==> src/verilog/hbc_regs.svh <==
// register offsets, fields, resets and timing of the buck current loop
//
// Functional notes
// - DAC peak threshold ends each on-time
// - PI off-time, then turn on, sample valley
// - period mean is half of peak plus valley
// - valley samples averaged every 16 cycles
// - reference minus average drives PI off-time
// - four gain shifts: range times startup/normal
// - soft-start ramps from start current by steps
// - time step counted in 100 us ticks
// - zero start step skips ramp, full current
// - soft shutdown lowers reference by steps
// - bounded error current held, then zero
// - zero shutdown step means no ramp down
// - ripple loop interval, startup and normal
// - steady after programmed ripple loop passes
// - four current groups share limits
// - group initial percent, absolute min/max ripple
// - frequency limits held as period limits
// - peak/valley are reference plus/minus half ripple
// - too fast: raise ripple up to maximum
// - too slow: lower ripple down to minimum
`ifndef HBC_REGS_SVH
`define HBC_REGS_SVH
`define HBC_CTRL_OFS 8'h00
`define HBC_REF_OFS 8'h04
`define HBC_SS_OFS 8'h08
`define HBC_SD_OFS 8'h0C
`define HBC_ERR_OFS 8'h10
`define HBC_PI_OFS 8'h14
`define HBC_FRC_OFS 8'h18
`define HBC_STAT_OFS 8'h1C
`define HBC_STAT2_OFS 8'h50
`define HBC_STAT3_OFS 8'h54
`define HBC_GRIP_PAGE 4'h2
`define HBC_GPER_PAGE 4'h3
`define HBC_GPCT_PAGE 4'h4
`define HBC_HI_LSB 16
`define HBC_GRP_LSB 30
`define HBC_CSTEP_LSB 16
`define HBC_TSTEP_LSB 24
`define HBC_SDT_LSB 8
`define HBC_ETIME_LSB 16
`define HBC_FRC_NORM_LSB 8
`define HBC_FRC_STDY_LSB 16
`define HBC_REG_RST 32'h0000_0000
`define HBC_TOFF_RST 16'h0040
`define HBC_TOFF_MIN 16'h0004
`define HBC_RIP_STEP 12'h001
`define HBC_PCT_DIV 20'h0_0064
`define HBC_AVG_LOG2 4
`define HBC_CLK_MHZ 125
`define HBC_TICK_US 100
`define HBC_TICK_CYC (`HBC_TICK_US * `HBC_CLK_MHZ)
`endif

==> src/verilog/hbc_pkg.sv <==
// types of the buck current loop
package hbc_pkg;
  typedef enum logic [2:0] {
    HBC_IDLE,
    HBC_RAMP_UP,
    HBC_RUN,
    HBC_RAMP_DOWN,
    HBC_ERR_HOLD
  } hbc_mode_t;
  typedef logic [11:0] hbc_cur_t;
endpackage

==> src/verilog/hbc_pi.sv <==
// pi off-time regulator
`timescale 1ns/10ps
`default_nettype none
`include "hbc_regs.svh"
module hbc_pi #(
  parameter logic [15:0] TOFF_INIT = `HBC_TOFF_RST,
  parameter logic [15:0] TOFF_MIN  = `HBC_TOFF_MIN
) (
  input  wire logic               pclk,
  input  wire logic               presetn,
  input  wire logic               err_stb,
  input  wire logic signed [13:0] err,
  input  wire logic [3:0]         gain_shift,
  output logic [15:0]             toff
);
  logic signed [13:0] err_prev_reg;
  logic [15:0]        toff_reg;
  logic signed [17:0] prop;
  logic signed [17:0] integ;
  logic signed [17:0] toff_next;

  assign prop      = (18'(err) - 18'(err_prev_reg)) >>> gain_shift;
  assign integ     = 18'(err) >>> (5'(gain_shift) + 5'h02);
  assign toff_next = $signed({2'b00, toff_reg}) - prop - integ;
  assign toff      = toff_reg;

  // positive error means too little current: shorten off-time
  always_ff @(posedge pclk or negedge presetn) begin
    if (!presetn) begin
      toff_reg     <= TOFF_INIT;
      err_prev_reg <= 14'h0000;
    end else if (err_stb) begin
      err_prev_reg <= err;
      if (toff_next < $signed({2'b00, TOFF_MIN})) begin
        toff_reg <= TOFF_MIN;
      end else if (toff_next > 18'sh0_FFFF) begin
        toff_reg <= 16'hFFFF;
      end else begin
        toff_reg <= toff_next[15:0];
      end
    end
  end
endmodule
`default_nettype wire

==> src/verilog/hbc_core.sv <==
// hysteretic buck current loop with apb registers
//
// The register offsets and register access over APB were chosen for this implementation.
`timescale 1ns/10ps
`default_nettype none
`include "hbc_regs.svh"
module hbc_core #(
  parameter int TICK_CYCLES = `HBC_TICK_CYC
) (
  input  wire logic        pclk,
  input  wire logic        presetn,
  input  wire logic        psel,
  input  wire logic        penable,
  input  wire logic        pwrite,
  input  wire logic [7:0]  paddr,
  input  wire logic [31:0] pwdata,
  output logic [31:0]      prdata,
  output logic             pready,
  output logic             pslverr,
  input  wire logic        cmp_peak_hit,
  input  wire logic [11:0] adc_current,
  input  wire logic        supply_weak,
  output logic             gate_on,
  output logic [12:0]      peak_code
);
  localparam int TW = $clog2(TICK_CYCLES + 1);

  logic [31:0]        ctrl_reg, ref_reg, ss_reg, sd_reg;
  logic [31:0]        err_reg, pi_reg, frc_reg;
  logic [31:0]        grp_rip_reg [4];
  logic [31:0]        grp_per_reg [4];
  logic [7:0]         grp_pct_reg [4];
  logic [31:0]        prdata_reg, rd_next;
  logic               pready_reg, pslverr_reg, rd_hit, wr_en;
  hbc_pkg::hbc_mode_t mode_reg;
  hbc_pkg::hbc_cur_t  iref_reg, ripple_reg, valley_reg, avg_reg, mean_reg;
  logic [12:0]        dac_reg, peak_sum, avg_mean;
  logic [11:0]        valley_tgt;
  logic [TW-1:0]      tick_cnt_reg;
  logic               tick;
  logic [7:0]         step_cnt_reg, frc_cnt_reg, pass_cnt_reg, frc_intv;
  logic [15:0]        hold_cnt_reg, off_cnt_reg, per_cnt_reg, per_meas_reg;
  logic               gate_reg, run, off_done, on_stb, steady_reg;
  logic [3:0]         cyc_cnt_reg, gain_shift;
  logic [15:0]        acc_reg, acc_sum, toff_val;
  logic               avg_stb_reg;
  logic signed [13:0] err_val;
  logic [1:0]         grp;
  logic [19:0]        rip_raw;
  logic [11:0]        rip_init, g_rmin, g_rmax;
  logic [15:0]        g_long, g_short;

  // field views
  logic [11:0] ref_cur, hcth, ss_start, err_min, err_max;
  logic [7:0]  ss_cstep, ss_tstep, sd_cstep, sd_tstep;
  logic [15:0] err_time;
  assign ref_cur  = ref_reg[11:0];
  assign hcth     = ref_reg[`HBC_HI_LSB +: 12];
  assign grp      = ref_reg[`HBC_GRP_LSB +: 2];
  assign ss_start = ss_reg[11:0];
  assign ss_cstep = ss_reg[`HBC_CSTEP_LSB +: 8];
  assign ss_tstep = ss_reg[`HBC_TSTEP_LSB +: 8];
  assign sd_cstep = sd_reg[7:0];
  assign sd_tstep = sd_reg[`HBC_SDT_LSB +: 8];
  assign err_time = sd_reg[`HBC_ETIME_LSB +: 16];
  assign err_min  = err_reg[11:0];
  assign err_max  = err_reg[`HBC_HI_LSB +: 12];
  assign g_rmin   = grp_rip_reg[grp][11:0];
  assign g_rmax   = grp_rip_reg[grp][`HBC_HI_LSB +: 12];
  assign g_long   = grp_per_reg[grp][15:0];
  assign g_short  = grp_per_reg[grp][`HBC_HI_LSB +: 16];

  // apb slave, zero wait states
  assign wr_en   = psel && penable && pwrite && pready_reg;
  assign prdata  = prdata_reg;
  assign pready  = pready_reg;
  assign pslverr = pslverr_reg;

  always_comb begin
    rd_next = 32'h0000_0000;
    rd_hit  = 1'b1;
    if (paddr == `HBC_CTRL_OFS) begin
      rd_next = ctrl_reg;
    end else if (paddr == `HBC_REF_OFS) begin
      rd_next = ref_reg;
    end else if (paddr == `HBC_SS_OFS) begin
      rd_next = ss_reg;
    end else if (paddr == `HBC_SD_OFS) begin
      rd_next = sd_reg;
    end else if (paddr == `HBC_ERR_OFS) begin
      rd_next = err_reg;
    end else if (paddr == `HBC_PI_OFS) begin
      rd_next = pi_reg;
    end else if (paddr == `HBC_FRC_OFS) begin
      rd_next = frc_reg;
    end else if (paddr == `HBC_STAT_OFS) begin
      rd_next = {steady_reg, mode_reg, ripple_reg, 4'h0, iref_reg};
    end else if (paddr == `HBC_STAT2_OFS) begin
      rd_next = {toff_val, per_meas_reg};
    end else if (paddr == `HBC_STAT3_OFS) begin
      rd_next = {4'h0, valley_tgt, 4'h0, mean_reg};
    end else if (paddr[7:4] == `HBC_GRIP_PAGE && paddr[1:0] == 2'b00) begin
      rd_next = grp_rip_reg[paddr[3:2]];
    end else if (paddr[7:4] == `HBC_GPER_PAGE && paddr[1:0] == 2'b00) begin
      rd_next = grp_per_reg[paddr[3:2]];
    end else if (paddr[7:4] == `HBC_GPCT_PAGE && paddr[1:0] == 2'b00) begin
      rd_next = {24'h00_0000, grp_pct_reg[paddr[3:2]]};
    end else begin
      rd_hit = 1'b0;
    end
  end

  always_ff @(posedge pclk or negedge presetn) begin
    if (!presetn) begin
      pready_reg  <= 1'b0;
      pslverr_reg <= 1'b0;
      prdata_reg  <= `HBC_REG_RST;
    end else begin
      pready_reg  <= psel && !penable;
      pslverr_reg <= psel && !penable && !rd_hit;
      if (psel && !penable) begin
        prdata_reg <= rd_next;
      end
    end
  end

  always_ff @(posedge pclk or negedge presetn) begin
    if (!presetn) begin
      ctrl_reg <= `HBC_REG_RST;
      ref_reg  <= `HBC_REG_RST;
      ss_reg   <= `HBC_REG_RST;
      sd_reg   <= `HBC_REG_RST;
      err_reg  <= `HBC_REG_RST;
      pi_reg   <= `HBC_REG_RST;
      frc_reg  <= `HBC_REG_RST;
    end else if (wr_en) begin
      if (paddr == `HBC_CTRL_OFS) begin
        ctrl_reg <= {31'h0000_0000, pwdata[0]};
      end else if (paddr == `HBC_REF_OFS) begin
        ref_reg <= pwdata;
      end else if (paddr == `HBC_SS_OFS) begin
        ss_reg <= pwdata;
      end else if (paddr == `HBC_SD_OFS) begin
        sd_reg <= pwdata;
      end else if (paddr == `HBC_ERR_OFS) begin
        err_reg <= pwdata;
      end else if (paddr == `HBC_PI_OFS) begin
        pi_reg <= pwdata;
      end else if (paddr == `HBC_FRC_OFS) begin
        frc_reg <= pwdata;
      end
    end
  end

  // per-group limit registers
  for (genvar g = 0; g < 4; g++) begin : g_grp
    always_ff @(posedge pclk or negedge presetn) begin
      if (!presetn) begin
        grp_rip_reg[g] <= `HBC_REG_RST;
        grp_per_reg[g] <= `HBC_REG_RST;
        grp_pct_reg[g] <= 8'h00;
      end else if (wr_en && paddr[3:2] == 2'(g) && paddr[1:0] == 2'b00) begin
        if (paddr[7:4] == `HBC_GRIP_PAGE) begin
          grp_rip_reg[g] <= pwdata;
        end else if (paddr[7:4] == `HBC_GPER_PAGE) begin
          grp_per_reg[g] <= pwdata;
        end else if (paddr[7:4] == `HBC_GPCT_PAGE) begin
          grp_pct_reg[g] <= pwdata[7:0];
        end
      end
    end
  end

  // system tick
  assign tick = (tick_cnt_reg == TW'(TICK_CYCLES - 1));
  always_ff @(posedge pclk or negedge presetn) begin
    if (!presetn) begin
      tick_cnt_reg <= '0;
    end else if (tick) begin
      tick_cnt_reg <= '0;
    end else begin
      tick_cnt_reg <= tick_cnt_reg + TW'(1);
    end
  end

  // reference current sequencer
  always_ff @(posedge pclk or negedge presetn) begin
    if (!presetn) begin
      mode_reg     <= hbc_pkg::HBC_IDLE;
      iref_reg     <= 12'h000;
      step_cnt_reg <= 8'h00;
      hold_cnt_reg <= 16'h0000;
    end else begin
      case (mode_reg)
        hbc_pkg::HBC_IDLE: begin
          step_cnt_reg <= 8'h00;
          hold_cnt_reg <= 16'h0000;
          if (ctrl_reg[0]) begin
            if (ss_cstep == 8'h00 || ss_tstep == 8'h00) begin
              iref_reg <= ref_cur;
              mode_reg <= hbc_pkg::HBC_RUN;
            end else begin
              iref_reg <= (ss_start < ref_cur) ? ss_start : ref_cur;
              mode_reg <= hbc_pkg::HBC_RAMP_UP;
            end
          end
        end
        hbc_pkg::HBC_RAMP_UP, hbc_pkg::HBC_RUN: begin
          if (!ctrl_reg[0]) begin
            step_cnt_reg <= 8'h00;
            if (sd_cstep == 8'h00 || sd_tstep == 8'h00) begin
              iref_reg <= 12'h000;
              mode_reg <= hbc_pkg::HBC_IDLE;
            end else begin
              mode_reg <= hbc_pkg::HBC_RAMP_DOWN;
            end
          end else if (mode_reg == hbc_pkg::HBC_RUN) begin
            iref_reg <= ref_cur;
          end else if (tick) begin
            if (8'(step_cnt_reg + 8'h01) >= ss_tstep) begin
              step_cnt_reg <= 8'h00;
              if (13'(iref_reg) + 13'(ss_cstep) >= 13'(ref_cur)) begin
                iref_reg <= ref_cur;
                mode_reg <= hbc_pkg::HBC_RUN;
              end else begin
                iref_reg <= 12'(iref_reg + 12'(ss_cstep));
              end
            end else begin
              step_cnt_reg <= step_cnt_reg + 8'h01;
            end
          end
        end
        hbc_pkg::HBC_RAMP_DOWN: begin
          if (supply_weak) begin
            mode_reg     <= hbc_pkg::HBC_ERR_HOLD;
            hold_cnt_reg <= 16'h0000;
            if (iref_reg > err_max) begin
              iref_reg <= err_max;
            end else if (iref_reg < err_min) begin
              iref_reg <= err_min;
            end
          end else if (tick) begin
            if (8'(step_cnt_reg + 8'h01) >= sd_tstep) begin
              step_cnt_reg <= 8'h00;
              if (iref_reg > 12'(sd_cstep)) begin
                iref_reg <= iref_reg - 12'(sd_cstep);
              end else begin
                iref_reg <= 12'h000;
                mode_reg <= hbc_pkg::HBC_IDLE;
              end
            end else begin
              step_cnt_reg <= step_cnt_reg + 8'h01;
            end
          end
        end
        hbc_pkg::HBC_ERR_HOLD: begin
          if (tick) begin
            if (16'(hold_cnt_reg + 16'h0001) >= err_time) begin
              iref_reg <= 12'h000;
              mode_reg <= hbc_pkg::HBC_IDLE;
            end else begin
              hold_cnt_reg <= hold_cnt_reg + 16'h0001;
            end
          end
        end
        default: begin
          mode_reg <= hbc_pkg::HBC_IDLE;
        end
      endcase
    end
  end

  // hysteresis thresholds
  assign peak_sum   = 13'(iref_reg) + 13'(ripple_reg[11:1]);
  assign valley_tgt = (iref_reg > ripple_reg[11:1]) ? iref_reg - ripple_reg[11:1] : 12'h000;
  assign peak_code  = dac_reg;
  assign gate_on    = gate_reg;
  always_ff @(posedge pclk or negedge presetn) begin
    if (!presetn) begin
      dac_reg <= 13'h0000;
    end else begin
      dac_reg <= peak_sum;
    end
  end

  // switch control
  assign run      = (mode_reg != hbc_pkg::HBC_IDLE) && (iref_reg != 12'h000);
  assign off_done = (16'(off_cnt_reg + 16'h0001) >= toff_val);
  assign on_stb   = run && !gate_reg && off_done;
  always_ff @(posedge pclk or negedge presetn) begin
    if (!presetn) begin
      gate_reg    <= 1'b0;
      off_cnt_reg <= 16'h0000;
    end else if (!run) begin
      gate_reg    <= 1'b0;
      off_cnt_reg <= 16'h0000;
    end else if (gate_reg) begin
      if (cmp_peak_hit) begin
        gate_reg    <= 1'b0;
        off_cnt_reg <= 16'h0000;
      end
    end else if (off_done) begin
      gate_reg <= 1'b1;
    end else begin
      off_cnt_reg <= off_cnt_reg + 16'h0001;
    end
  end

  // period measurement
  always_ff @(posedge pclk or negedge presetn) begin
    if (!presetn) begin
      per_cnt_reg  <= 16'h0000;
      per_meas_reg <= 16'h0000;
    end else if (!run) begin
      per_cnt_reg  <= 16'h0000;
      per_meas_reg <= 16'h0000;
    end else if (on_stb) begin
      per_cnt_reg  <= 16'h0000;
      per_meas_reg <= 16'(per_cnt_reg + 16'h0001);
    end else if (per_cnt_reg != 16'hFFFF) begin
      per_cnt_reg <= per_cnt_reg + 16'h0001;
    end
  end

  // valley sampling and averaging
  assign acc_sum = acc_reg + 16'(adc_current);
  always_ff @(posedge pclk or negedge presetn) begin
    if (!presetn) begin
      valley_reg  <= 12'h000;
      mean_reg    <= 12'h000;
      acc_reg     <= 16'h0000;
      cyc_cnt_reg <= 4'h0;
      avg_reg     <= 12'h000;
      avg_stb_reg <= 1'b0;
    end else begin
      avg_stb_reg <= 1'b0;
      if (on_stb) begin
        valley_reg  <= adc_current;
        mean_reg    <= 12'((14'(dac_reg) + 14'(adc_current)) >> 1);
        cyc_cnt_reg <= cyc_cnt_reg + 4'h1;
        if (cyc_cnt_reg == 4'hF) begin
          avg_reg     <= 12'(acc_sum >> `HBC_AVG_LOG2);
          acc_reg     <= 16'h0000;
          avg_stb_reg <= 1'b1;
        end else begin
          acc_reg <= acc_sum;
        end
      end
    end
  end

  // loop error and gain selection
  assign avg_mean = 13'((14'(dac_reg) + 14'(avg_reg)) >> 1);
  assign err_val  = $signed(14'(iref_reg)) - $signed(14'(avg_mean));
  always_comb begin
    case ({steady_reg, iref_reg > hcth})
      2'b00:   gain_shift = pi_reg[3:0];
      2'b01:   gain_shift = pi_reg[7:4];
      2'b10:   gain_shift = pi_reg[11:8];
      default: gain_shift = pi_reg[15:12];
    endcase
  end

  hbc_pi u_pi (
    .pclk       (pclk),
    .presetn    (presetn),
    .err_stb    (avg_stb_reg),
    .err        (err_val),
    .gain_shift (gain_shift),
    .toff       (toff_val)
  );

  // frequency_ripple_loop
  assign rip_raw  = (20'(ref_cur) * 20'(grp_pct_reg[grp])) / `HBC_PCT_DIV;
  assign rip_init = (rip_raw > 20'(g_rmax)) ? g_rmax :
                    (rip_raw < 20'(g_rmin)) ? g_rmin : rip_raw[11:0];
  assign frc_intv = steady_reg ? frc_reg[`HBC_FRC_NORM_LSB +: 8] : frc_reg[7:0];
  always_ff @(posedge pclk or negedge presetn) begin
    if (!presetn) begin
      frc_cnt_reg  <= 8'h00;
      pass_cnt_reg <= 8'h00;
      ripple_reg   <= 12'h000;
    end else if (mode_reg == hbc_pkg::HBC_IDLE) begin
      frc_cnt_reg  <= 8'h00;
      pass_cnt_reg <= 8'h00;
      ripple_reg   <= rip_init;
    end else if (tick && frc_intv != 8'h00) begin
      if (8'(frc_cnt_reg + 8'h01) >= frc_intv) begin
        frc_cnt_reg <= 8'h00;
        if (pass_cnt_reg != 8'hFF) begin
          pass_cnt_reg <= pass_cnt_reg + 8'h01;
        end
        if (per_meas_reg != 16'h0000 && per_meas_reg < g_short) begin
          ripple_reg <= (13'(ripple_reg) + 13'(`HBC_RIP_STEP) >= 13'(g_rmax)) ?
                        g_rmax : 12'(ripple_reg + `HBC_RIP_STEP);
        end else if (per_meas_reg > g_long) begin
          ripple_reg <= (ripple_reg <= 12'(g_rmin + `HBC_RIP_STEP)) ?
                        g_rmin : 12'(ripple_reg - `HBC_RIP_STEP);
        end
      end else begin
        frc_cnt_reg <= frc_cnt_reg + 8'h01;
      end
    end
  end

  always_ff @(posedge pclk or negedge presetn) begin
    if (!presetn) begin
      steady_reg <= 1'b0;
    end else begin
      steady_reg <= (mode_reg != hbc_pkg::HBC_IDLE) &&
                    (pass_cnt_reg >= frc_reg[`HBC_FRC_STDY_LSB +: 8]);
    end
  end
endmodule
`default_nettype wire

==> config.mk <==
export PLATFORM = sky130hd
export DESIGN_NAME = hbc_core
export DESIGN_NICKNAME = d
export VERILOG_FILES = /design/src/verilog/hbc_pkg.sv /design/src/verilog/hbc_pi.sv /design/src/verilog/hbc_core.sv
export VERILOG_INCLUDE_DIRS = /design/src /design/src/verilog
export SDC_FILE = /design/constraint.sdc
export NUM_CORES = 2
export LEC_CHECK = 0
export ABC_AREA = 1
export BUFFER_PORTS_ARGS = -buffer_cell sky130_fd_sc_hd__buf_2
export CORE_ASPECT_RATIO = 1.1
export CORE_MARGIN = 2
export CORE_UTILIZATION = 50
export DETAILED_ROUTE_END_ITERATION = 12
export GPL_ROUTABILITY_DRIVEN = 0
export PLACE_DENSITY = 0.66
export SYNTH_ARGS = -nofsm -noshare
export SYNTH_HDL_FRONTEND = slang
export SYNTH_HIERARCHICAL = 1
export SYNTH_SLANG_ARGS = --single-unit
==> constraint.sdc <==
create_clock -name pclk -period 20.5 [get_ports pclk]
set_input_delay 0 -clock pclk [delete_from_list [all_inputs] [get_ports pclk]]
set_output_delay 0 -clock pclk [all_outputs]
set_load 0.02 [all_outputs]
==> impl_metrics.py <==
metrics = {
    "outcome": {
        "status": "complete, but fails checks",
        "failed_checks": "hold timing",
    },
    "timing": {
        "skew_ps": 40.0,
        "hold_violations": 21,
        "setup_viol": 0,
        "fin_crit_ps": 13700,
        "post-route-period-util_pct": 66.8,
        "whs_ps": -42.4,
        "fin_setup_tns_ps": 0,
        "slew_headroom_pct": 10.3,
        "fin_ws_ps": 6800,
        "rsz0062_at_grt": "no",
        "fmax_mhz": 73.0,
        "slew_viol_final": 0,
        "tightest_slew_ps": 1340,
    },
    "layout": {
        "seqCellArea_sq_um": 18400,
        "finalInstanceArea_sq_um": 58500,
        "syn2layout_area_growth_pct": 9.25,
        "multiInputGateArea_sq_um": 30400,
        "drive_above_1_share_pct": 8.26,
        "fill_cells": 10100,
        "fin_cells": 8662,
        "finalNetCount": 7714,
    },
    "synthesis": {
        "syn-num-nets": 7718,
        "synth_top_cell_by_area": "dfrtp_1",
        "synth_area_leaders": "dfrtp_1 34%, nand2_1 12%, o21ai_0 8.9%",
        "ys_types": 81,
        "synthFlopType": "dfrtp_1",
        "ys_ff_latch": 734,
        "synthesis.area_sq_um": 53600,
        "synth_area_per_cell_sq_um": 7.44,
        "synth_top_area_share_pct": 34.3,
        "synth.most_common_cell": "nand2_1",
        "synth_edf_count": 0,
        "postSynth.asyncResetShare_pct": 100,
        "seq_area_frac_synth_pct": 34.3,
        "synthCells": 7202,
        "ys_warn_count": 6,
        "synth_commonest_cells": "1650 x nand2_1, 952 x o21ai_0, 892 x inv_1, 733 x dfrtp_1, 422 x nor2_1",
    },
    "clock_network": {
        "cts_sinks": 734,
        "cts_buffer_depth": 3,
        "clk_pin_slew_ps": 60,
        "clk_latency_ps": 680,
        "post_cts_buffers": 0,
        "postCtsHoldBufs": 34,
        "numCtsBuffers": 81,
        "htreeDepth": 3,
        "cts_tree": "built",
        "root_buffer": "clkbuf_16",
        "cts_resized": 0,
    },
    "critical_path": {
        "crit_path_max_incr_delay_ps": 640,
        "r2r-start": "ref_reg[30]",
        "crit_fanout": 62,
        "slowest_stage": "buf_4",
        "required_ps": 21070,
        "startpoint": "ref_reg[30]",
        "worst_setup_path_start_kind": "register",
        "end_kind": "register",
        "path_class": "reg2reg",
        "arrival_ps": 14270,
    },
    "global_route": {
        "grtUsageTotal_pct": 34.7,
        "grt_max_degree": 163,
        "antenna_found_initial": 2,
        "grt_pass1_wl_microns": 292000,
        "grt_pass1_vias": 48400,
        "grt_overflow": 0,
    },
    "power_and_ir_drop": {
        "leakage_uw": 0.0287,
        "vdd_ir_drop_max_mv": 0.0800,
        "power_density_nw_per_um2": 55.1,
    },
    "drt": {
        "via_per_inst": 5.93,
        "dr.pass1.iters": 9,
        "wl_microns": 192000,
        "drtIter0Drc": 6048,
        "vias": 51400,
        "final_antenna_net_count": 0,
        "drcViolationCount": 0,
        "drt-wirelength-per-cell_microns": 22.2,
    },
    "placed_design": {
        "place_inst": 8478,
        "dpl.hpwl_microns": 138000,
        "portBuffers": 106,
        "dpl_cell_area_sq_um": 55300,
        "pre_cts_slack_ps": 7010,
    },
    "worst_hold_path": {
        "hold_path.class": "in2async",
    },
    "die": {
        "dieArea_sq_um": 110000,
        "rows": 125,
        "die_h_microns": 347,
        "die_x_microns": 316,
        "initial_core_util_pct": 50.6,
        "core_area_sq_um": 106000,
        "io_pins": 107,
    },
    "job": {
        "drv_cap": 0,
    },
}
power by group:
part | internal [uW] | total (uW) | switching, uW
combinational | 46.6 | 198 | 151
clock | 908 | 1570 | 659
sequential | 1450 | 1460 | 6.05
layout make-up:
| type | instances | area share, % |
|---|---|---|
| Tap cell | 1397 | 2.99 |
| Clock buffer | 110 | 4.07 |
| Antenna cell | 3 | 0.0128 |
| Timing Repair Buffer | 228 | 2.68 |
| Clock inverter | 37 | 0.768 |
| Multi-Input combinational cell | 5210 | 52.0 |
| Sequential cell | 734 | 31.4 |
| Inverter | 943 | 6.10 |
metal layers:
layer / track usage, % / wire [microns]
met5: 0 / 13
met1: 47.0 / 78700
met4: 17.6 / 11100
met2: 51.6 / 81600
met3: 8.21 / 20800
placed cells by master, fill, tap and decap left out, types with 16 or more instances in the layout:
cell           synthesis  routed
a32o_1                16      16
clkbuf_16              0      84
nand2_4               27      27
clkbuf_8               4      18
fa_1                  86      86
inv_1                892     891
a21oi_1              397     397
dfrtp_1              733     731
o2111ai_1             26      24
o311ai_0              17      17
a221oi_1              19      19
xnor2_1               32      32
o22ai_1               91      91
nor4_1                22      22
nand3_1              293     292
nor2_1               422     416
o21ai_0              952     952
o31ai_1               24      24
buf_4                  2      86
a22oi_1               31      31
a211oi_1              31      31
nand3b_1              17      17
dlygate4sd3_1          2      34
o21a_1                27      27
o2bb2ai_1             25      25
ha_1                 371     371
or2_2                 21      21
nand4_1               75      75
xor2_1               138     138
nor3_1                70      70
clkinv_2               4      20
o21bai_1              26      26
nand2_1             1650    1635
o211ai_1              39      39
buf_2                  2     105
inv_2                 26      29
nand2_2               82      97
nand3_2               19      20
worst paths after layout:
path                       cells past startpoint               to  slack, ps
max                                           89    ripple_reg[2]       6800
min                                            2  tick_cnt_reg[3]        -40
max reg2reg                                   89    ripple_reg[2]       6800
min reg2reg                                    1  tick_cnt_reg[0]        460
max in group asynchronous                      5   off_cnt_reg[0]      17020
min in group pclk                              5       avg_reg[3]         20
per-stage QoR:
step	total power, uW	util [%]	hold slack, ps
after floorplan	1580	-	-296
after global placement	1670	52.3	102
after detailed placement	1680	52.3	110
after CTS	3230	55.2	4.73
after global routing	3300	55.2	39.3
final	3230	55.3	-42.4
kinds of logic after synthesis:
kind of cell,share of synthesized area [%]
AO/OA/AOI/OAI,19.5
XOR/XNOR,2.83
adder cells (fa/ha/maj),11.9
buffers and inverters,9.08
flip-flops,34.3
multiplexers,0.0561
AND/OR/NAND/NOR,22.4
worst max-delay path: cells and delay by family (launching register included):
| family | cells | cell delay [ps] |
|---|---|---|
| adder cells (fa/ha/maj) | 6 | 2590 |
| flip-flops | 1 | 490 |
| buffers and inverters | 10 | 1720 |
| AO/OA/AOI/OAI | 9 | 1360 |
| AND/OR/NAND/NOR | 62 | 6950 |
| XOR/XNOR | 2 | 460 |
(Power assumes the default switching activity.)
